[src/adc_frontend_pkg.sv]
// Package: register map, field layout, codes and timing for the front end
package adc_frontend_pkg;
    localparam logic [7:0] ADDR_INPUT_SELECT = 8'h02;
    localparam logic [7:0] ADDR_GAIN = 8'h03;
    localparam logic [7:0] ADDR_REFERENCE = 8'h05;
    localparam logic [7:0] RST_INPUT_SELECT = 8'h01;
    localparam logic [7:0] RST_GAIN = 8'h00;
    localparam logic [7:0] RST_REFERENCE = 8'h10;
    localparam logic [7:0] RDATA_UNMAPPED = 8'h00;
    localparam int POS_SEL_LSB = 4;
    localparam int NEG_SEL_LSB = 0;
    localparam int SEL_WIDTH = 4;
    localparam int GAIN_LSB = 0;
    localparam int AMP_PWR_LSB = 3;
    localparam int REFCON_LSB = 0;
    localparam int REFSEL_LSB = 2;
    localparam int NEG_REFERENCE_BUFFER_OFF_BIT = 4;
    localparam int POS_REFERENCE_BUFFER_OFF_BIT = 5;
    localparam logic [1:0] AMP_OFF_BYPASS = 2'h0;
    localparam logic [1:0] AMP_ON = 2'h1;
    localparam logic [1:0] REF_ON_PD_OFF = 2'h1;
    localparam logic [1:0] REF_ALWAYS_ON = 2'h2;
    localparam logic [1:0] REFSEL_INTERNAL = 2'h2;
    localparam logic [2:0] GAIN_1 = 3'h0;
    localparam logic [2:0] GAIN_32 = 3'h5;
    localparam logic [2:0] GAIN_64 = 3'h6;
    localparam logic [2:0] GAIN_128 = 3'h7;
    localparam logic [1:0] SCALE_X1 = 2'h0;
    localparam logic [1:0] SCALE_X2 = 2'h1;
    localparam logic [1:0] SCALE_X4 = 2'h2;
    localparam int CLK_PERIOD_NS = 100;
    localparam int BBM_PERIODS = 2;
    localparam int BBM_NS = BBM_PERIODS * CLK_PERIOD_NS;
    localparam int BBM_CYCLES_INT = (BBM_NS + CLK_PERIOD_NS - 1) / CLK_PERIOD_NS;
    localparam logic [1:0] BBM_CYCLES = BBM_CYCLES_INT[1:0];

    typedef enum logic [2:0] {
        MON_NONE = 3'h0,
        MON_OFFSET_SHORT = 3'h1,
        MON_TEMPERATURE = 3'h3,
        MON_AVDD_DIV4 = 3'h2,
        MON_DVDD_DIV4 = 3'h6,
        MON_BURNOUT = 3'h7
    } mon_t;

    typedef enum logic [1:0] {
        SW_CONNECTED = 2'h0,
        SW_BREAK = 2'h1
    } sw_state_t;

    typedef struct packed {
        logic write;
        logic read;
        logic [7:0] addr;
        logic [7:0] wdata;
    } reg_req_t;

    typedef struct packed {
        logic [7:0] input_channel_select;
        logic [7:0] amplifier_gain_setting;
        logic [7:0] reference_control;
        sw_state_t sw_state;
        logic [1:0] bbm_count;
        logic [3:0] applied_pos;
        logic [3:0] applied_neg;
        logic [7:0] rdata;
    } state_t;
endpackage

[src/adc_frontend_config_control.sv]
// Input selection, amplifier and reference configuration for the ADC front end
//
// Overview of operation
// - Positive and negative amplifier inputs chosen independently by 4-bit fields.
// - Channel change: inputs tied to mid-supply for two clocks, then connected.
// - Monitors: offset short, temperature, supplies divided by 4, burn-out.
// - 3-bit gain field selects gain 1 through 128 in binary steps.
// - Power code 00 bypasses and powers down amplifier; 01 uses it.
// - Gains 64 and 128 run analog gain 32 plus digital scaling.
// - Amplifier bypass only takes effect when gain is set to 1.
// - Reference code 10 always on; code 01 off during power-down.
// - After reset the internal reference stays powered down.
// - Reference source code 10 selects the internal reference.
// - Reference buffer bits are active low: one disables the buffer.
module adc_frontend_config_control (
    input wire logic clk_in,
    input wire logic rstn_in,
    input wire adc_frontend_pkg::reg_req_t reg_req_in,
    input wire adc_frontend_pkg::mon_t monitor_select_in,
    input wire logic power_down_mode_in,
    output logic [7:0] reg_rdata_out,
    output logic [3:0] amp_pos_channel_out,
    output logic [3:0] amp_neg_channel_out,
    output logic amp_inputs_connected_out,
    output logic amp_inputs_midsupply_out,
    output logic channel_switching_out,
    output logic temp_sensor_route_out,
    output logic avdd_monitor_route_out,
    output logic dvdd_monitor_route_out,
    output logic burnout_enable_out,
    output logic [2:0] analog_gain_code_out,
    output logic [1:0] digital_scale_shift_out,
    output logic amp_powered_out,
    output logic amp_bypass_out,
    output logic internal_ref_on_out,
    output logic [1:0] ref_source_out,
    output logic internal_ref_selected_out,
    output logic pos_ref_buffer_en_out,
    output logic neg_ref_buffer_en_out
);
    import adc_frontend_pkg::*;

    state_t state_reg;
    state_t state_next;

    logic [3:0] new_pos;
    logic [3:0] new_neg;
    logic chan_write;
    logic chan_changed;
    logic [2:0] gain_field;
    logic [1:0] power_field;
    logic [1:0] refcon_field;
    logic [1:0] refsel_field;
    logic amp_in_use;
    logic offset_short;
    logic monitor_takes_inputs;

    assign new_pos = reg_req_in.wdata[POS_SEL_LSB +: SEL_WIDTH];
    assign new_neg = reg_req_in.wdata[NEG_SEL_LSB +: SEL_WIDTH];
    assign chan_write = reg_req_in.write
        && (reg_req_in.addr == ADDR_INPUT_SELECT);
    // Rewriting the same channels does not disturb a running conversion
    assign chan_changed = chan_write
        && (reg_req_in.wdata != state_reg.input_channel_select);

    always_comb begin
        state_next = state_reg;
        if (reg_req_in.write) begin
            case (reg_req_in.addr)
                ADDR_INPUT_SELECT: begin
                    state_next.input_channel_select = reg_req_in.wdata;
                end
                ADDR_GAIN: begin
                    state_next.amplifier_gain_setting = reg_req_in.wdata;
                end
                ADDR_REFERENCE: begin
                    state_next.reference_control = reg_req_in.wdata;
                end
                default: begin
                    state_next.rdata = state_reg.rdata;
                end
            endcase
        end
        // Read data is the value before a write in the same cycle
        if (reg_req_in.read) begin
            case (reg_req_in.addr)
                ADDR_INPUT_SELECT: begin
                    state_next.rdata = state_reg.input_channel_select;
                end
                ADDR_GAIN: begin
                    state_next.rdata = state_reg.amplifier_gain_setting;
                end
                ADDR_REFERENCE: begin
                    state_next.rdata = state_reg.reference_control;
                end
                default: begin
                    state_next.rdata = RDATA_UNMAPPED;
                end
            endcase
        end
        // Break before make; a change during the break restarts it
        case (state_reg.sw_state)
            SW_CONNECTED: begin
                if (chan_changed) begin
                    state_next.sw_state = SW_BREAK;
                    state_next.bbm_count = 2'h0;
                end
            end
            SW_BREAK: begin
                if (chan_changed) begin
                    state_next.bbm_count = 2'h0;
                end else if (state_reg.bbm_count == BBM_CYCLES - 2'h1) begin
                    state_next.sw_state = SW_CONNECTED;
                    state_next.applied_pos = state_reg.input_channel_select
                        [POS_SEL_LSB +: SEL_WIDTH];
                    state_next.applied_neg = state_reg.input_channel_select
                        [NEG_SEL_LSB +: SEL_WIDTH];
                end else begin
                    state_next.bbm_count = state_reg.bbm_count + 2'h1;
                end
            end
            default: begin
                state_next.sw_state = SW_CONNECTED;
                state_next.bbm_count = 2'h0;
            end
        endcase
    end

    always_ff @(posedge clk_in or negedge rstn_in) begin
        if (!rstn_in) begin
            state_reg.input_channel_select <= RST_INPUT_SELECT;
            state_reg.amplifier_gain_setting <= RST_GAIN;
            state_reg.reference_control <= RST_REFERENCE;
            state_reg.sw_state <= SW_CONNECTED;
            state_reg.bbm_count <= 2'h0;
            state_reg.applied_pos <= RST_INPUT_SELECT[POS_SEL_LSB +: SEL_WIDTH];
            state_reg.applied_neg <= RST_INPUT_SELECT[NEG_SEL_LSB +: SEL_WIDTH];
            state_reg.rdata <= 8'h00;
        end else begin
            state_reg <= state_next;
        end
    end

    assign reg_rdata_out = state_reg.rdata;

    // Any code, the common input included, is legal on either side
    assign amp_pos_channel_out = state_reg.applied_pos;
    assign amp_neg_channel_out = state_reg.applied_neg;

    assign offset_short = (monitor_select_in == MON_OFFSET_SHORT);
    assign monitor_takes_inputs = offset_short
        || (monitor_select_in == MON_TEMPERATURE)
        || (monitor_select_in == MON_AVDD_DIV4)
        || (monitor_select_in == MON_DVDD_DIV4);
    assign channel_switching_out = (state_reg.sw_state == SW_BREAK);
    // Pins are never connected while the break is running
    assign amp_inputs_connected_out = !channel_switching_out
        && !monitor_takes_inputs;
    assign amp_inputs_midsupply_out = channel_switching_out
        || offset_short;
    assign temp_sensor_route_out = !channel_switching_out
        && (monitor_select_in == MON_TEMPERATURE);
    assign avdd_monitor_route_out = !channel_switching_out
        && (monitor_select_in == MON_AVDD_DIV4);
    assign dvdd_monitor_route_out = !channel_switching_out
        && (monitor_select_in == MON_DVDD_DIV4);
    assign burnout_enable_out = amp_inputs_connected_out
        && (monitor_select_in == MON_BURNOUT);

    assign gain_field = state_reg.amplifier_gain_setting[GAIN_LSB +: 3];
    assign power_field = state_reg.amplifier_gain_setting[AMP_PWR_LSB +: 2];

    // Reserved power codes fall back to the amplifier in use, the safe
    // choice since it never extends the input range beyond the supplies
    always_comb begin
        amp_in_use = 1'b1;
        if (power_field == AMP_OFF_BYPASS && gain_field == GAIN_1) begin
            amp_in_use = 1'b0;
        end else if (power_field == AMP_ON) begin
            amp_in_use = 1'b1;
        end
    end

    assign amp_powered_out = amp_in_use;
    assign amp_bypass_out = !amp_in_use;

    always_comb begin
        analog_gain_code_out = gain_field;
        digital_scale_shift_out = SCALE_X1;
        if (amp_in_use) begin
            case (gain_field)
                GAIN_64: begin
                    analog_gain_code_out = GAIN_32;
                    digital_scale_shift_out = SCALE_X2;
                end
                GAIN_128: begin
                    analog_gain_code_out = GAIN_32;
                    digital_scale_shift_out = SCALE_X4;
                end
                default: begin
                    analog_gain_code_out = gain_field;
                    digital_scale_shift_out = SCALE_X1;
                end
            endcase
        end
    end

    assign refcon_field = state_reg.reference_control[REFCON_LSB +: 2];
    assign refsel_field = state_reg.reference_control[REFSEL_LSB +: 2];

    // Code 11 is left off rather than guessed at
    assign internal_ref_on_out = (refcon_field == REF_ALWAYS_ON)
        || (refcon_field == REF_ON_PD_OFF && !power_down_mode_in);
    assign ref_source_out = refsel_field;
    assign internal_ref_selected_out = (refsel_field == REFSEL_INTERNAL);
    assign pos_ref_buffer_en_out =
        !state_reg.reference_control[POS_REFERENCE_BUFFER_OFF_BIT];
    assign neg_ref_buffer_en_out =
        !state_reg.reference_control[NEG_REFERENCE_BUFFER_OFF_BIT];
endmodule // adc_frontend_config_control

[config.mk]
export PLATFORM = sky130hd
export DESIGN_NAME = adc_frontend_config_control
export DESIGN_NICKNAME = d
export VERILOG_FILES = /design/src/adc_frontend_pkg.sv /design/src/adc_frontend_config_control.sv
export SDC_FILE = /design/constraint.sdc
export NUM_CORES = 1
export LEC_CHECK = 0
export BUFFER_PORTS_ARGS = -buffer_cell sky130_fd_sc_hd__clkbuf_2
export CAP_MARGIN = 40
export CORE_MARGIN = 2
export CORE_UTILIZATION = 52
export DETAILED_ROUTE_END_ITERATION = 8
export PLACE_DENSITY = 0.83
export SKIP_LAST_GASP = 1
export SYNTH_ARGS = -nofsm -noshare
export SYNTH_HDL_FRONTEND = slang
export SYNTH_SLANG_ARGS = --single-unit
[constraint.sdc]
create_clock -name clk_in -period 2.39 [get_ports clk_in]
set_input_delay 0.478 -clock clk_in [delete_from_list [all_inputs] [get_ports clk_in]]
set_output_delay 0.478 -clock clk_in [all_outputs]
set_load 0.005 [all_outputs]
==> results.yml, run 1 <==
cts:
  clkSinkCount: 43
  clk_pin_slew_ns: 0.08
  cts_tree: "built"
  clock-root-buffer: "clkbuf_8"
  holdBufCountCts: 0
  clock_path_buffers: 2
  cts-resized-gates: 0
  cts_setup_buffers: 0
  numCtsBuffers: 5
  insertion_delay_ns: 0.29
  htree_levels: 2
synth:
  synth_seq_cells: 43
  ys.flop_type: "dfrtp_1"
  syn_avg_cell_area_um2: 11.3
  yosysTopAreaCell: "dfrtp_1"
  synthTopCellsByArea: "dfrtp_1, mux2_2, buf_4"
  synth_nets: 221
  async_reset_ff_share_pct: 100
  seq_area_frac_synth_pct: 48.6
  synth_most_common_cell: "dfrtp_1"
  ys_types: 31
  syn_area_um2: 2220
  synth_top_area_share_pct: 45.1
  yosys_warnings: 0
  synth_edf_count: 0
  synth_common_cells: "dfrtp_1, mux2_2, buf_4"
  synthCells: 196
pwr:
  intPower_mw: 1.03
  ir_worst_vdd_mv: 0.310
  leakage_nw: 1.33
  switching_share_pct: 24.9
  p_switching_uw: 341
  power_frac_comb_pct: 10.6
  power_frac_seq_pct: 56.5
  powerDensity_nw_per_um2: 535
  clkPwrFrac_pct: 32.8
critical_path:
  critPathArrivalTime_ns: 2.23
  cp.required_ns: 2.57
  end_kind: "flip-flop"
  rrSetupSlack_ns: 0.36
  crit_type: "primary input to flip-flop"
  critPathMaxFanout: 8
  startpoint_type: "primary input"
finish:
  largest_reg_flops: 18
  insertedDiodeCount: 0
  drive_above_1_share_pct: 44.9
  final_nets: 271
  final_util_pct: 62.9
  synthToLayoutAreaGrowth_pct: 15.0
detailed_routing:
  drt-initial-drc-count: 53
  post_drt_wl_per_cell_um: 14.6
  drc: 0
  firstDrtPassIters: 4
  drt_wl_total_mm: 4.35
  viasPerCell: 5.23
  postRouteAntennaNets: 0
  via_count: 1552
sta:
  grt_setup_unrepaired: "false"
  fin_crit_ns: 2.05
  max-slew-margin-rel_pct: 61.9
  tightest_slew_ns: 0.571
  report.final.slew_viol_count: 0
  finalSetupViolations: 0
  finalHoldViolations: 0
  setup-tns-final_ns: 0
  fin_crit_sh_pct: 85.9
  hold_slack_ns: 0.246
  fmax_mhz: 487
  finalClockSkew_ns: 0.00103
placed_design:
  post-dp-hpwl_mm: 3.31
  globalplace.congestion: 0.833
  portBuffers: 59
status:
  outcome: "complete, no violations"
global_routing:
  grt_max_degree: 44
  grt_pass1_wl_mm: 7.26
  grt_util_all_layers_pct: 18.9
  grt.overflow.total: 0
  grt_pass1_vias: 1610
  antenna_found_initial: 0
die:
  die_h_um: 69.4
  initial_core_util_pct: 54.7
  ios: 60
  die_area_um2: 4810
  core-area_um2: 4060
  core.rowCount: 23
  die_width_um: 69.4
flow_run:
  cap_violations: 0
min_path:
  hold_path.class: "primary input to async pin"
-- metrics by stage --
step                      cell area (um^2)  instances  power (mW)  setup WS [ns]
final                                 2550        297        1.37          0.337
after floorplan                       2220        196       0.857         0.0113
after CTS                             2550        297        1.38          0.328
after global placement                2470        289       0.928         0.0568
after detailed placement              2470        289       0.934         0.0206
after global routing                  2550        297        1.42          0.235
-- critical path: stages --
cell and delay, ns:
clkbuf_2 0.07, or4_1 0.54, or4_4 0.52, a21oi_2 0.15
nor2_2 0.14, mux2_4 0.32
-- layout by cell type (no fill, tap or decap), types with 2 or more instances in the layout --
cell | Yosys | layout
clkbuf_2 | 0 | 59
dfrtp_1 | 40 | 40
mux2_2 | 24 | 24
nor2_1 | 16 | 16
inv_1 | 13 | 13
mux2i_1 | 9 | 9
a21oi_1 | 9 | 9
xor2_1 | 9 | 9
o22ai_1 | 8 | 8
mux2_4 | 8 | 8
nand2_1 | 7 | 7
nand2b_1 | 7 | 7
buf_4 | 18 | 7
clkbuf_8 | 0 | 5
nor2b_1 | 3 | 3
dfstp_2 | 3 | 3
nor3_1 | 2 | 2
nor3b_1 | 2 | 2
nor4_1 | 2 | 2
-- final timing paths --
check / start / endpoint / cells after the start
worst max-delay path: reg_req_in[12] / amp_pos_channel_out[1]$_DFFE_PN0P_ / 6
worst min register to register: state_reg[35]$_DFFE_PN0P_ / state_reg[35]$_DFFE_PN0P_ / 1
worst max register to register: state_reg[43]$_DFFE_PN0P_ / amp_pos_channel_out[1]$_DFFE_PN0P_ / 5
worst min-delay path: rstn_in / refcon_field[0]$_DFFE_PN0P_ / 2
max in group asynchronous: rstn_in / state_reg[36]$_DFFE_PN1P_ / 2
min in group clk_in: reg_req_in[6] / state_reg[34]$_DFFE_PN0P_ / 2
-- metal layers --
layer  vias up  GRT usage, %  wire [um]  part of all wire (%)
met1       752          22.9       1930                    44
met4         0          7.19         39                  0.90
met2        36          32.2       2190                    50
li1        760             -          -                     -
met5         -             0          0                     0
met3         4          4.80        185                   4.3
-- logic make-up (layout without fill, tap and decap cells) --
group                    count (synthesis)  count (layout)  synth area share (%)
AO/OA/AOI/OAI                           20              20                  5.35
XOR/XNOR                                 9               9                  3.55
adder cells (fa/ha/maj)                  1               1                 0.563
buffers and inverters                   36              87                  9.52
flip-flops                              43              43                  48.6
multiplexers                            41              41                  21.6
AND/OR/NAND/NOR                         46              46                  10.8
-- power by group through the flow --
stage,Clock [mW],Sequential [mW],Combinational [mW]
final,0.449,0.773,0.145
after global routing,0.485,0.777,0.161
after CTS,0.460,0.773,0.148
after detailed placement,0,0.787,0.147
after global placement,0,0.785,0.143
after floorplan,0,0.781,0.0760
-- cell type report --
class	count	area, um^2
sequential	43	1080
multi-input combinational	117	930
tap	50	62.6
timing repair buffer	66	348
clock buffer	6	72.6
inverter	13	48.8
fill	338	1500
clock inverter	2	12.5
Power figures use the tool's default switching activity.
==> run 2, diff against run 1 <==
--- a/config.mk
+++ b/config.mk
@@ -12,2 +12,3 @@
 export DETAILED_ROUTE_END_ITERATION = 8
+export GPL_TIMING_DRIVEN = 0
 export PLACE_DENSITY = 0.83
==> constraint.sdc (replaced) <==
create_clock -name clk_in -period 2.39 [get_ports clk_in]
set_input_delay 0.3585 -clock clk_in [delete_from_list [all_inputs] [get_ports clk_in]]
set_output_delay 0.3585 -clock clk_in [all_outputs]
set_load 0.005 [all_outputs]
==> run 2 against run 1 <==
Sequential power is essentially flat. Critical path depth grew 1. Global-route usage is essentially flat. Count of clock-buffer cells in the layout grew 2. Sequential share of layout area shrank 2.3 points. Setup slack lost 0.11 ns. First-iteration DRC count shrank 5.7%. Design area grew 5.9%. Fmax shrank 5.0%. Total power grew 3.9%. Via count grew 4.9%. Combinational power grew 3%. Highest routed layer unchanged.
==> results.yml, run 2 (synthesized netlist as in run 1, its figures left out) <==
placed_design:
  placed_cell_area_um2: 2590
  portBuffers: 58
  post-dp-hpwl_mm: 3.18
  globalplace.congestion: 0.826
  place_worst_setup_slack_ns: -0.0793
  place_inst: 305
finish:
  insertedDiodeCount: 0
  largest_reg_flops: 18
  stdcell_count: 314
  final_util_pct: 66.6
  final_nets: 288
  design_area_um2: 2700
  layout_common_cells: "clkbuf_2, dfrtp_1, mux2_2"
  layout_commonest_cell: "clkbuf_2"
  synthToLayoutAreaGrowth_pct: 21.7
  drive_above_1_share_pct: 47.0
global_routing:
  antenna_found_initial: 0
  grt_pass1_wl_mm: 7.22
  grt.overflow.total: 0
  grt_max_degree: 29
  grt_pass1_vias: 1634
  grt_util_all_layers_pct: 18.9
sta:
  max-slew-margin-rel_pct: 59.5
  tightest_slew_ns: 0.605
  fin_crit_ns: 2.16
  fmax_mhz: 462
  grt_setup_unrepaired: "false"
  finalClockSkew_ns: 0.00471
  finalWorstSetupSlack_ns: 0.228
  fin_crit_sh_pct: 90.5
  finalSetupViolations: 0
  report.final.slew_viol_count: 0
  finalHoldViolations: 0
die:
  initial_core_util_pct: 54.7
  die_width_um: 69.4
  die_h_um: 69.4
  core.rowCount: 23
  die_area_um2: 4810
  core-area_um2: 4060
  ios: 60
detailed_routing:
  drt_wl_total_mm: 4.09
  post_drt_wl_per_cell_um: 13.0
  drt-initial-drc-count: 50
  drc: 0
  via_count: 1628
  firstDrtPassIters: 4
  viasPerCell: 5.18
  postRouteAntennaNets: 0
pwr:
  power_mw: 1.42
  switching_share_pct: 23.3
  leakage_nw: 1.43
  ir_worst_vdd_mv: 0.403
  clkPwrFrac_pct: 35.1
  powerDensity_nw_per_um2: 525
  power_frac_seq_pct: 54.5
  p_switching_uw: 331
  intPower_mw: 1.09
  power_frac_comb_pct: 10.5
min_path:
  hold_path.class: "primary input to flip-flop"
critical_path:
  cp.required_ns: 2.57
  startpoint_type: "primary input"
  crit_chain: "clkbuf_2, or4_1, or4_4, buf_6, a21oi_2, nor2_2, mux2_4"
  critPathSlowestCell: "or4_1"
  crit_type: "primary input to flip-flop"
  end_kind: "flip-flop"
  critPathMaxFanout: 9
  critPathTopFamily: "simple AND/OR/NAND/NOR gates"
  critPathArrivalTime_ns: 2.35
  crit_buf_inv: 2
  max_stage_delay_ns: 0.54
flow_run:
  cap_violations: 0
cts:
  clock_path_buffers: 2
  cts_setup_buffers: 0
  clk_pin_slew_ns: 0.07
  cts_tree: "built"
  insertion_delay_ns: 0.30
  clkSinkCount: 43
  clock-root-buffer: "clkbuf_8"
  htree_levels: 2
  numCtsBuffers: 5
status:
  outcome: "complete, no violations"
[run 2: changes by cell type in the layout (fill, tap and decap cells not counted)]
cell / delta
clkinv_2: -1
dlygate4sd3_1: +1
buf_2: +1
buf_12: +1
buf_4: +11
clkbuf_2: -1
clkinvlp_4: -1
clkbuf_8: +2
buf_6: +1
clkbuf_1: +3
[run 2: path summary, 6_finish.rpt]
path,startpoint,to,slack [ns],cells after the start
setup / recovery,reg_req_in[12],amp_pos_channel_out[0]$_DFFE_PN0P_,0.23,7
hold / removal,reg_req_in[7],state_reg[35]$_DFFE_PN0P_,0.36,2
setup reg to reg,state_reg[38]$_DFFE_PN0P_,amp_pos_channel_out[0]$_DFFE_PN0P_,0.33,5
hold reg to reg,state_reg[35]$_DFFE_PN0P_,state_reg[35]$_DFFE_PN0P_,0.51,1
max in group asynchronous,rstn_in,state_reg[24]$_DFFE_PN1P_,1.30,3
min in group asynchronous,rstn_in,refcon_field[0]$_DFFE_PN0P_,0.53,2
[run 2: layout make-up]
cell class	instances	area (um^2)
plain buffers	23	163
fillers	330	1350
clock buffers	8	100
repair buffers	60	320
well taps	50	62.6
inverters	13	48.8
multi-input cells	117	930
flip-flops and latches	43	1080
[run 2: what timing repair did]
item	in CTS	in global routing
hold endpoints to repair	13	0
hold buffers	1	0
gates resized for setup	0	0
[run 2: power by group through the flow]
| stage | sequential [mW] | combinational [mW] | clock, mW |
|---|---|---|---|
| after floorplan | 0.781 | 0.0760 | 0 |
| after global placement | 0.785 | 0.142 | 0 |
| after detailed placement | 0.787 | 0.149 | 0 |
| after CTS | 0.773 | 0.152 | 0.509 |
| after global routing | 0.776 | 0.169 | 0.540 |
| final | 0.773 | 0.149 | 0.498 |
[run 2: stage by stage]
stage | hold WS, ns | setup TNS (ns)
6_report | 0.364 | 0
5_1_grt | 0.368 | 0
4_1_cts | 0.362 | 0
3_5_place_dp | 0.311 | -0.563
3_3_place_gp | 0.486 | -0.361
2_1_floorplan | 0.0629 | 0
[run 2: layer usage]
metal,global-route usage [%],vias up,routed length [um]
met5,0,-,0
met4,8.93,0,78
met3,3.63,8,166
met2,32.3,38,2060
met1,22.9,791,1790
li1,-,791,-
